[config.mk]
export PLATFORM = sky130hd
export DESIGN_NAME = rcfs_core
export DESIGN_NICKNAME = d
export VERILOG_FILES = /design/src/inc/rcfs_pkg.sv /design/src/hdl/rcfs_core.sv
export SDC_FILE = /design/constraint.sdc
export NUM_CORES = 1
export LEC_CHECK = 0
export ABC_AREA = 1
export BUFFER_PORTS_ARGS = -buffer_cell sky130_fd_sc_hd__buf_4
export CAP_MARGIN = 40
export CORE_UTILIZATION = 43
export DETAILED_ROUTE_END_ITERATION = 10
export GPL_TIMING_DRIVEN = 0
export SLEW_MARGIN = 5
export SYNTH_ARGS = -nofsm -noshare
export SYNTH_HDL_FRONTEND = slang
export SYNTH_SLANG_ARGS = --single-unit
[constraint.sdc]
create_clock -name clk -period 10.58 [get_ports clk]
set_input_delay 1.058 -clock clk [delete_from_list [all_inputs] [get_ports clk]]
set_output_delay 1.058 -clock clk [all_outputs]
set_load 0.02 [all_outputs]
[src/inc/rcfs_pkg.sv]
// Shared constants, types and register map of the receiver failsafe/status block
package rcfs_pkg;
  // ==========================================================================
  // Sizes and clock
  localparam int NCH = 5;
  localparam int CW = 12;
  localparam int AW = 8;
  localparam longint CLK_KHZ = 250000;
  localparam longint CLK_MHZ = CLK_KHZ / 1000;

  // ==========================================================================
  // Times in their own units, and derived cycle counts
  localparam longint HOLD_MS = 750;
  localparam longint FS_STOP_MS = 16000;
  localparam longint SHORT_MIN_MS = 500;
  localparam longint SHORT_MAX_MS = 1000;
  localparam longint LIT_MS = 2000;
  localparam longint FACTORY_MS = 10000;
  localparam longint FRAME_STD_US = 21000;
  localparam longint FRAME_FAST_US = 14000;
  localparam longint SLOW_HALF_MS = 500;
  localparam longint FAST_HALF_MS = 50;
  localparam longint CONFIRM_MS = 1000;
  localparam longint CONFIRM_HALF_MS = 100;
  localparam longint HOLD_CYC = HOLD_MS * CLK_KHZ;
  localparam longint FS_STOP_CYC = FS_STOP_MS * CLK_KHZ;
  localparam longint SHORT_MIN_CYC = SHORT_MIN_MS * CLK_KHZ;
  localparam longint SHORT_MAX_CYC = SHORT_MAX_MS * CLK_KHZ;
  localparam longint LIT_CYC = LIT_MS * CLK_KHZ;
  localparam longint FACTORY_CYC = FACTORY_MS * CLK_KHZ;
  localparam longint FRAME_STD_CYC = FRAME_STD_US * CLK_MHZ;
  localparam longint FRAME_FAST_CYC = FRAME_FAST_US * CLK_MHZ;
  localparam longint SLOW_HALF_CYC = SLOW_HALF_MS * CLK_KHZ;
  localparam longint FAST_HALF_CYC = FAST_HALF_MS * CLK_KHZ;
  localparam longint CONFIRM_CYC = CONFIRM_MS * CLK_KHZ;
  localparam longint CONFIRM_HALF_CYC = CONFIRM_HALF_MS * CLK_KHZ;
  localparam logic [31:0] CYC_PER_US = 32'(CLK_MHZ);
  localparam logic [1:0] BOOT_CYC = 2'h3;

  // ==========================================================================
  // Register map and reset values
  localparam logic [AW-1:0] CTRL_OFS = 8'h00;
  localparam logic [AW-1:0] STATUS_OFS = 8'h04;
  localparam int CTRL_FAST_BIT = 0;
  localparam logic CTRL_RST = 1'b0;
  localparam logic [CW-1:0] PRESET_DEF = 12'h5dc;
  localparam logic [1:0] RESP_OKAY = 2'h0;
  localparam logic [1:0] RESP_SLVERR = 2'h2;

  // ==========================================================================
  // Types
  typedef enum logic [2:0] {ST_BOOT, ST_BIND_ARM, ST_BIND, ST_NO_SIGNAL,
                            ST_RUN, ST_HOLD, ST_FAILSAFE, ST_STOPPED} rcfs_state_t;
  typedef enum logic [2:0] {LOW_VOLTAGE_PATTERN, NO_SIGNAL_PATTERN, PAIRING_PATTERN,
                            LINK_OK_PATTERN, CONFIRM_PATTERN, LONG_PRESS_PATTERN} rcfs_led_t;
  typedef struct packed {
    logic valid;
    logic good;
    logic [NCH-1:0][CW-1:0] ch;
  } rcfs_frame_t;
  typedef struct packed {
    logic lowVoltage;
    logic button;
    rcfs_led_t pattern;
    logic bound;
    logic fsEnabled;
    rcfs_state_t state;
  } rcfs_status_t;
endpackage
[src/hdl/rcfs_core.sv]
// Receiver hold/failsafe control, button handling, status LED and register slave
// Functional notes
// - On invalid data, keep driving servos with last valid channel values.
// - With failsafe enabled, after 0.75 s hold switch servos to presets.
// - Failsafe off at factory state and after factory reset; on at first store.
// - Short press of 0.5 to 1 s captures every channel as preset.
// - After storing presets show the confirm pattern.
// - After sixteen seconds in failsafe stop all servo pulses until signal returns.
// - Valid data again ends hold or failsafe and resumes normal output.
// - Once enabled, failsafe is only cleared by factory reset.
// - Button held ten seconds resets all settings to factory defaults.
// - Long press LED: dark at press, lit after 2 s, dark at 10 s.
// - Factory reset erases binding and presets.
// - Completed factory reset shows the confirm pattern.
// - No valid signal in normal mode gives a steady lit LED.
// - Low supply voltage keeps the LED dark.
// - Valid signal in normal mode gives slow even flashing.
// - Binding without adequate signal keeps fast flashing.
// - No servo pulses during binding.
// - Button held at power-up then released starts binding; fast then slow LED.
module rcfs_core #(
  parameter logic [31:0] HOLD_CYC = 32'(rcfs_pkg::HOLD_CYC),
  parameter logic [31:0] FS_STOP_CYC = 32'(rcfs_pkg::FS_STOP_CYC),
  parameter logic [31:0] SHORT_MIN_CYC = 32'(rcfs_pkg::SHORT_MIN_CYC),
  parameter logic [31:0] SHORT_MAX_CYC = 32'(rcfs_pkg::SHORT_MAX_CYC),
  parameter logic [31:0] LIT_CYC = 32'(rcfs_pkg::LIT_CYC),
  parameter logic [31:0] FACTORY_CYC = 32'(rcfs_pkg::FACTORY_CYC),
  parameter logic [31:0] FRAME_STD_CYC = 32'(rcfs_pkg::FRAME_STD_CYC),
  parameter logic [31:0] FRAME_FAST_CYC = 32'(rcfs_pkg::FRAME_FAST_CYC),
  parameter logic [31:0] SLOW_HALF_CYC = 32'(rcfs_pkg::SLOW_HALF_CYC),
  parameter logic [31:0] FAST_HALF_CYC = 32'(rcfs_pkg::FAST_HALF_CYC),
  parameter logic [31:0] CONFIRM_CYC = 32'(rcfs_pkg::CONFIRM_CYC),
  parameter logic [31:0] CONFIRM_HALF_CYC = 32'(rcfs_pkg::CONFIRM_HALF_CYC)
)(
  input wire logic clk,
  input wire logic reset_n,
  input wire rcfs_pkg::rcfs_frame_t frameIn,
  input wire logic buttonPin,
  input wire logic lowVoltagePin,
  output logic bindActive,
  output logic [rcfs_pkg::NCH-1:0] servoOut,
  output logic statusLed,
  input wire logic [rcfs_pkg::AW-1:0] s_axi_awaddr,
  input wire logic s_axi_awvalid,
  output logic s_axi_awready,
  input wire logic [31:0] s_axi_wdata,
  input wire logic [3:0] s_axi_wstrb,
  input wire logic s_axi_wvalid,
  output logic s_axi_wready,
  output logic [1:0] s_axi_bresp,
  output logic s_axi_bvalid,
  input wire logic s_axi_bready,
  input wire logic [rcfs_pkg::AW-1:0] s_axi_araddr,
  input wire logic s_axi_arvalid,
  output logic s_axi_arready,
  output logic [31:0] s_axi_rdata,
  output logic [1:0] s_axi_rresp,
  output logic s_axi_rvalid,
  input wire logic s_axi_rready
);
  // ==========================================================================
  // Functions
  function automatic logic [31:0] pulseCyc(input logic [rcfs_pkg::CW-1:0] us);
    return 32'(us) * rcfs_pkg::CYC_PER_US;
  endfunction

  function automatic logic regHit(input logic [rcfs_pkg::AW-1:0] a, input logic [rcfs_pkg::AW-1:0] ofs);
    return a[rcfs_pkg::AW-1:2] == ofs[rcfs_pkg::AW-1:2];
  endfunction

  function automatic logic [31:0] satInc(input logic [31:0] v, input logic [31:0] lim);
    return (v >= lim) ? lim : v + 32'h1;
  endfunction

  // ==========================================================================
  // Pin synchronisers
  logic btnMeta_r, btnSync_r, lowMeta_r, lowSync_r;
  always_ff @(posedge clk)
  begin
    btnMeta_r <= buttonPin;
    btnSync_r <= btnMeta_r;
    lowMeta_r <= lowVoltagePin;
    lowSync_r <= lowMeta_r;
  end

  // ==========================================================================
  // Operating state
  rcfs_pkg::rcfs_state_t state_r, stateNxt;
  logic [1:0] bootCnt_r;
  logic [31:0] stTmr_r, btnCnt_r, confirmCnt_r;
  logic fsEnable_r, bound_r, ctrlFast_r;
  logic [rcfs_pkg::CW-1:0] lastVal_r [rcfs_pkg::NCH];
  logic [rcfs_pkg::CW-1:0] preset_r [rcfs_pkg::NCH];

  wire frameGood = frameIn.valid && frameIn.good;
  wire frameBad = frameIn.valid && !frameIn.good;
  wire btnOp = (state_r != rcfs_pkg::ST_BOOT) && (state_r != rcfs_pkg::ST_BIND_ARM)
               && (state_r != rcfs_pkg::ST_BIND);
  wire facReset = btnOp && btnSync_r && (btnCnt_r == FACTORY_CYC - 32'h1);
  wire longRel = btnOp && !btnSync_r && (btnCnt_r == FACTORY_CYC);
  wire shortRel = btnOp && !btnSync_r && (btnCnt_r >= SHORT_MIN_CYC) && (btnCnt_r <= SHORT_MAX_CYC);
  // At or past the hold time, so a store made during a long hold still arms failsafe
  wire holdDone = stTmr_r >= HOLD_CYC - 32'h1;
  wire stopDone = stTmr_r == FS_STOP_CYC - 32'h1;

  always_comb
  begin
    stateNxt = state_r;
    case (state_r)
      rcfs_pkg::ST_BOOT:
        if (bootCnt_r == rcfs_pkg::BOOT_CYC)
          stateNxt = btnSync_r ? rcfs_pkg::ST_BIND_ARM : rcfs_pkg::ST_NO_SIGNAL;
      rcfs_pkg::ST_BIND_ARM:
        if (!btnSync_r)
          stateNxt = rcfs_pkg::ST_BIND;
      rcfs_pkg::ST_BIND, rcfs_pkg::ST_NO_SIGNAL, rcfs_pkg::ST_STOPPED:
        if (frameGood)
          stateNxt = rcfs_pkg::ST_RUN;
      rcfs_pkg::ST_RUN:
        if (frameBad)
          stateNxt = rcfs_pkg::ST_HOLD;
      rcfs_pkg::ST_HOLD:
        if (frameGood)
          stateNxt = rcfs_pkg::ST_RUN;
        else if (fsEnable_r && holdDone)
          stateNxt = rcfs_pkg::ST_FAILSAFE;
      rcfs_pkg::ST_FAILSAFE:
        if (frameGood)
          stateNxt = rcfs_pkg::ST_RUN;
        else if (stopDone)
          stateNxt = rcfs_pkg::ST_STOPPED;
      default:
        stateNxt = rcfs_pkg::ST_BOOT;
    endcase
    if (facReset)
      stateNxt = rcfs_pkg::ST_NO_SIGNAL;
  end

  always_ff @(posedge clk)
  begin
    if (!reset_n)
    begin
      state_r <= rcfs_pkg::ST_BOOT;
      bootCnt_r <= '0;
      stTmr_r <= '0;
      btnCnt_r <= '0;
      confirmCnt_r <= '0;
    end
    else
    begin
      state_r <= stateNxt;
      bootCnt_r <= (bootCnt_r == rcfs_pkg::BOOT_CYC) ? bootCnt_r : bootCnt_r + 2'h1;
      stTmr_r <= (stateNxt != state_r) ? 32'h0 : satInc(stTmr_r, FS_STOP_CYC);
      btnCnt_r <= (btnOp && btnSync_r) ? satInc(btnCnt_r, FACTORY_CYC) : 32'h0;
      if (shortRel || longRel)
        confirmCnt_r <= CONFIRM_CYC;
      else if (confirmCnt_r != 32'h0)
        confirmCnt_r <= confirmCnt_r - 32'h1;
    end
  end

  // ==========================================================================
  // Settings: failsafe enable, binding, presets
  always_ff @(posedge clk)
  begin
    if (!reset_n)
    begin
      fsEnable_r <= 1'b0;
      bound_r <= 1'b0;
    end
    else if (facReset)
    begin
      fsEnable_r <= 1'b0;
      bound_r <= 1'b0;
    end
    else
    begin
      if (shortRel)
        fsEnable_r <= 1'b1;
      if (state_r == rcfs_pkg::ST_BIND && frameGood)
        bound_r <= 1'b1;
    end
  end

  always_ff @(posedge clk)
  begin
    for (int i = 0; i < rcfs_pkg::NCH; i++)
    begin
      if (!reset_n || facReset)
        preset_r[i] <= rcfs_pkg::PRESET_DEF;
      else if (shortRel)
        preset_r[i] <= lastVal_r[i];
      if (!reset_n)
        lastVal_r[i] <= rcfs_pkg::PRESET_DEF;
      else if (frameGood)
        lastVal_r[i] <= frameIn.ch[i];
    end
  end

  // ==========================================================================
  // Servo pulse generation
  logic [31:0] frameCnt_r;
  logic [rcfs_pkg::NCH-1:0] servoNxt;
  wire [31:0] framePeriod = ctrlFast_r ? FRAME_FAST_CYC : FRAME_STD_CYC;
  // Boot, no-signal, stopped and binding states drive no pulses at all
  wire servoDrive = (state_r == rcfs_pkg::ST_RUN) || (state_r == rcfs_pkg::ST_HOLD)
                    || (state_r == rcfs_pkg::ST_FAILSAFE);
  wire useFs = state_r == rcfs_pkg::ST_FAILSAFE;

  always_comb
  begin
    for (int i = 0; i < rcfs_pkg::NCH; i++)
      servoNxt[i] = servoDrive && (frameCnt_r < pulseCyc(useFs ? preset_r[i] : lastVal_r[i]));
  end

  always_ff @(posedge clk)
  begin
    if (!reset_n)
    begin
      frameCnt_r <= '0;
      servoOut <= '0;
    end
    else
    begin
      frameCnt_r <= (frameCnt_r >= framePeriod - 32'h1) ? 32'h0 : frameCnt_r + 32'h1;
      servoOut <= servoNxt;
    end
  end

  // ==========================================================================
  // Status LED
  rcfs_pkg::rcfs_led_t ledPat;
  logic [31:0] ledTmr_r;
  logic ledPh_r, ledNxt;

  always_comb
  begin
    if (lowSync_r)
      ledPat = rcfs_pkg::LOW_VOLTAGE_PATTERN;
    else if (btnOp && btnSync_r)
      ledPat = rcfs_pkg::LONG_PRESS_PATTERN;
    else if (confirmCnt_r != 32'h0)
      ledPat = rcfs_pkg::CONFIRM_PATTERN;
    else if (state_r == rcfs_pkg::ST_BIND || state_r == rcfs_pkg::ST_BIND_ARM)
      ledPat = rcfs_pkg::PAIRING_PATTERN;
    else if (state_r == rcfs_pkg::ST_RUN)
      ledPat = rcfs_pkg::LINK_OK_PATTERN;
    else
      ledPat = rcfs_pkg::NO_SIGNAL_PATTERN;
  end

  wire [31:0] ledHalf = (ledPat == rcfs_pkg::PAIRING_PATTERN) ? FAST_HALF_CYC
                      : (ledPat == rcfs_pkg::CONFIRM_PATTERN) ? CONFIRM_HALF_CYC : SLOW_HALF_CYC;
  wire ledWrap = ledTmr_r >= ledHalf - 32'h1;

  always_comb
  begin
    case (ledPat)
      rcfs_pkg::LOW_VOLTAGE_PATTERN: ledNxt = 1'b0;
      rcfs_pkg::NO_SIGNAL_PATTERN: ledNxt = 1'b1;
      rcfs_pkg::LONG_PRESS_PATTERN: ledNxt = (btnCnt_r >= LIT_CYC) && (btnCnt_r < FACTORY_CYC);
      default: ledNxt = ledPh_r;
    endcase
  end

  always_ff @(posedge clk)
  begin
    if (!reset_n)
    begin
      ledTmr_r <= '0;
      ledPh_r <= 1'b0;
      statusLed <= 1'b0;
      bindActive <= 1'b0;
    end
    else
    begin
      ledTmr_r <= ledWrap ? 32'h0 : ledTmr_r + 32'h1;
      ledPh_r <= ledWrap ? !ledPh_r : ledPh_r;
      statusLed <= ledNxt;
      bindActive <= stateNxt == rcfs_pkg::ST_BIND;
    end
  end

  // ==========================================================================
  // AXI4-Lite slave: address and data taken in either order, one word each
  logic awHeld_r, wHeld_r;
  logic [rcfs_pkg::AW-1:0] awAddr_r;
  logic [31:0] wData_r;
  logic [3:0] wStrb_r;
  rcfs_pkg::rcfs_status_t statusWord;

  assign s_axi_awready = !awHeld_r && !s_axi_bvalid;
  assign s_axi_wready = !wHeld_r && !s_axi_bvalid;
  assign s_axi_arready = !s_axi_rvalid;
  wire awTake = s_axi_awvalid && s_axi_awready;
  wire wTake = s_axi_wvalid && s_axi_wready;
  wire arTake = s_axi_arvalid && s_axi_arready;
  wire [rcfs_pkg::AW-1:0] wrAddr = awHeld_r ? awAddr_r : s_axi_awaddr;
  wire [31:0] wrData = wHeld_r ? wData_r : s_axi_wdata;
  wire [3:0] wrStrb = wHeld_r ? wStrb_r : s_axi_wstrb;
  wire wrFire = (awHeld_r || awTake) && (wHeld_r || wTake);
  wire wrCtrlHit = regHit(wrAddr, rcfs_pkg::CTRL_OFS);
  wire rdCtrlHit = regHit(s_axi_araddr, rcfs_pkg::CTRL_OFS);
  wire rdStatHit = regHit(s_axi_araddr, rcfs_pkg::STATUS_OFS);
  assign statusWord = '{lowVoltage: lowSync_r, button: btnSync_r, pattern: ledPat,
                        bound: bound_r, fsEnabled: fsEnable_r, state: state_r};
  wire [31:0] rdWord = rdCtrlHit ? {31'h0, ctrlFast_r} : rdStatHit ? 32'(statusWord) : 32'h0;

  always_ff @(posedge clk)
  begin
    if (!reset_n)
    begin
      awHeld_r <= 1'b0;
      wHeld_r <= 1'b0;
      awAddr_r <= '0;
      wData_r <= '0;
      wStrb_r <= '0;
      ctrlFast_r <= rcfs_pkg::CTRL_RST;
      s_axi_bvalid <= 1'b0;
      s_axi_bresp <= rcfs_pkg::RESP_OKAY;
      s_axi_rvalid <= 1'b0;
      s_axi_rdata <= '0;
      s_axi_rresp <= rcfs_pkg::RESP_OKAY;
    end
    else
    begin
      if (awTake)
        awAddr_r <= s_axi_awaddr;
      if (wTake)
      begin
        wData_r <= s_axi_wdata;
        wStrb_r <= s_axi_wstrb;
      end
      awHeld_r <= wrFire ? 1'b0 : (awHeld_r || awTake);
      wHeld_r <= wrFire ? 1'b0 : (wHeld_r || wTake);
      if (wrFire)
      begin
        s_axi_bvalid <= 1'b1;
        s_axi_bresp <= wrCtrlHit ? rcfs_pkg::RESP_OKAY : rcfs_pkg::RESP_SLVERR;
        if (wrCtrlHit && wrStrb[0])
          ctrlFast_r <= wrData[rcfs_pkg::CTRL_FAST_BIT];
      end
      else if (s_axi_bready)
        s_axi_bvalid <= 1'b0;
      if (arTake)
      begin
        s_axi_rvalid <= 1'b1;
        s_axi_rdata <= rdWord;
        s_axi_rresp <= (rdCtrlHit || rdStatHit) ? rcfs_pkg::RESP_OKAY : rcfs_pkg::RESP_SLVERR;
      end
      else if (s_axi_rready)
        s_axi_rvalid <= 1'b0;
    end
  end
endmodule

==> summary.md <==
| Metric | Value |
|---|---|
| Worst Path Required | `11.04 ns` |
| Internal reg-to-reg setup slack | `2.29 ns` |
| Seq/Total Area, Yosys | `27.66%` |
| Die X | `between 200 and 300 um` |
| Synth Cell Area | `27,790 um2` |
| Fraction of layout cells with a size suffix above 1 | `a little under a tenth` |
| Cells after Synth | `3,477` |
| Max_slew headroom | `43.14%` |
| Global route overflow | `0` |
| CTS sink count | `324` |
| TNS Setup | `0 ns` |
| Final hold violation count | `0` |
| WS Path Type | `flip-flop to flip-flop` |
| Reg2reg path depth | `30` |
| CP Capture Type | `flip-flop` |
| Max-cap viol count | `0` |
| Worst Setup Start Kind | `flip-flop` |
| Postcts setup bufs | `0` |
| Vias in the first global route | `about 22,000` |
| Fill cells | `6,324` |
| Global-route wire length before repair | `112,100 um` |
| LEAKAGE | `around 15 nW` |
| Post-synth EDFFs | `120` |
| WL/cell | `approximately 15 um` |
| Power Dens Cells | `268.8 nW/um2` |
| Die H | `256.2 um` |
| TritonCTS clock tree | `done` |
| Largest area contributor in the netlist | `ha_1` |
| Core Util, Final | `between 40% and 50%` |
| Share of Yosys cell area claimed by the top area cell type | `15.49%` |
| Buffer depth of the longest clock path | `3` |
| Peak VDD IR | `0.0001423 V` |
| Slowest-stage cell, CP | `clkbuf_1` |
| Avg Vias per Cell | `4.888` |
| Reg2reg end | `servoOut[2]$_SDFF_PN0_` |
| Antenna Violating Nets Remaining | `0` |
| Final setup violation count | `0` |
| Synth unique cells | `53` |
| Critical path origin | `state_r[0]$_SDFF_PN0_` |
| Clk_lat worst skew | `0.59 ns` |
| Most frequent cell after synthesis | `inv_1` |
| Gpl congestion | `0.8983` |
| Ys flop type | `dfxtp_1` |
| Layout area overhead | `12.70%` |
| RSZ-0062 raised after global routing | `false` |
| N_diodes | `0` |
| CTS H-tree depth | `2` |
| Core area | `roughly 63,000 um2` |
| CTS resizes | `0` |
| Antenna violations before repair | `6` |
| Fin nets | `4,329` |
| 1st-iter DRT viols | `1,102` |
| Post-DP HPWL | `55,620 um` |
| Crit share post-route | `78.38%` |
| Least-Margin Pin Slew | `around 0.85 ns` |
| CTS Buf Count | `39` |
| Largest net degree at the start of global routing | `36` |
| DRC Markers | `0` |
| WHS | `between 0.3 and 0.4 ns` |
| Ys async rst share | `0%` |
| Arrival @ worst endpoint | `8.75 ns` |
| Outcome | `complete, no violations` |
| CTS clk-pin slew, worst paths | `approximately 0.06 ns` |
| IO Port Bufs | `107` |
| Synth top area cells | `ha_1 15%, dfxtp_1 15%, edfxtp_1 13%, fa_1 12%, inv_1 8.9%` |
| Initial Utilization | `43.82%` |
| Worst min path class | `flip-flop to flip-flop` |
| Hold-fix buffers, CTS | `0` |
| First-pass iteration count of the detailed router | `5` |
| Clk_skew | `around 0.025 ns` |
| Fmax | `120.6 MHz` |
| HP Start | `btnMeta_r$_DFF_P_` |
| Most common library cells after synthesis | `661 x inv_1, 529 x nand2_1, 380 x nor2_1` |
| I/O pins | `171` |
| Worst hold path cell count | `0` |
| Crit path time final | `just over 8 ns` |
| Global-route usage over all layers | `between 20% and 30%` |
| Final Slew Violations | `0` |
| Syn Area/Cell | `approximately 8 um2` |
| FP Rows | `92` |
| Final WL | `69,000 um` |
| Synth Warn # | `0` |
| Clock root buffer | `clkbuf_16` |
| Detailed-route via count | `between 20,000 and 25,000` |
| Worst Hold End | `btnSync_r$_DFF_P_` |
| Critical path peak fanout | `10` |
| RR Startpoint | `state_r[0]$_SDFF_PN0_` |
| Area of the die | `65,660 um2` |
| Crit-path max cell delay | `between 0.5 and 0.6 ns` |
| #FFs+latches synth | `approximately 320` |
==> kinds of logic after synthesis <==
logic type      count (synthesis)  share of synthesized area, %
buf+inv                       745                         10.47
simple gates                 1315                         20.96
other cells                     1                       0.01349
flops                         324                         27.66
compound gates                428                         8.643
xor+xnor                      155                         4.884
fa+ha+maj                     509                         27.37
==> worst max-delay path, delay by kind of cell (launching register included) <==
| kind | cells | cell delay, ns |
|---|---|---|
| fa+ha+maj | 6 | 2.46 |
| compound gates | 7 | 1.88 |
| simple gates | 7 | 0.92 |
| xor+xnor | 1 | 0.23 |
| flops | 1 | 0.45 |
| buf+inv | 9 | 2.23 |
==> area by class of cell <==
cell class	count	area (um2)	area share, %
inverter	674	2530	8.077
multi-input combinational	2444	17350	55.38
clock buffer	57	1094	3.491
sequential	324	7687	24.54
timing repair buffer	143	1084	3.459
clock inverter	15	143.9	0.4594
tap	846	1059	3.379
buffer	71	379.1	1.210
==> layer usage <==
metal,vias up,global-route usage (%),part of all wire [%]
li1,11633,-,-
met4,8,5.689,2.4
met1,10273,28.50,47
met3,93,3.519,5.1
met5,-,0,0.070
met2,349,35.72,46
==> flip-flops by register name (all words and copies together) (netlist names), 2 cells and up <==
register and flops:
servoOut 5, state_r 3, bootCnt_r 2, lastVal_r 60, stTmr_r 32, confirmCnt_r 32, ledTmr_r 32, awAddr_r 6
frameCnt_r 32, s_axi_rdata 10, preset_r 60, btnCnt_r 32
==> how the worst max path moves through the flow <==
stage and to:
2_1_floorplan servoOut[1]$_SDFF_PN0_, 3_3_place_gp servoOut[0]$_SDFF_PN0_, 3_5_place_dp servoOut[0]$_SDFF_PN0_, 4_1_cts servoOut[0]$_SDFF_PN0_, 5_1_grt servoOut[0]$_SDFF_PN0_, 6_report servoOut[2]$_SDFF_PN0_
==> cells in the final DEF (no fill, tap or decap), types with 6 or more instances in the layout <==
cell,Yosys,layout
ha_1,344,344
inv_2,8,8
nand3_1,115,115
a21oi_1,206,206
xor2_1,115,115
buf_4,25,135
o211ai_1,15,15
clkbuf_1,32,45
nor3b_1,14,14
clkinv_1,5,6
clkinv_2,0,8
o31ai_1,6,6
nor2_4,14,14
buf_2,9,33
clkbuf_16,0,39
conb_1,1,37
o21a_1,10,10
nand4_1,69,69
a211oi_1,10,10
a31o_2,6,6
a21boi_0,6,6
nand2_1,529,527
o2111ai_1,6,6
nor3_1,92,92
fa_1,165,165
nor2_1,380,380
inv_1,661,661
xnor2_1,40,40
dfxtp_1,204,204
nor4_1,26,26
or2_2,55,55
edfxtp_1,120,120
o21ai_0,126,126
a31oi_1,11,11
==> metrics by stage <==
step                instances  total power [W]  area [um2]  setup WS, ns
global placement         4466         0.007056       29790         2.102
finish                   4574         0.008420       31320         2.288
CTS                      4574         0.008512       31320         2.296
detailed placement       4502         0.007133       30090         2.334
global route             4574         0.009503       31320         1.559
floorplan                3513         0.005971       27930         4.350
==> power by group <==
group / switching [W] / total [W] / internal (W)
Combinational: 0.00337 / 0.00564 / 0.00227
Clock: 0.000567 / 0.00132 / 0.000749
Sequential: 0.0000740 / 0.00146 / 0.00139
Total: 0.00401 / 0.00842 / 0.00441
No activity file was read; power rests on OpenSTA's default activity.
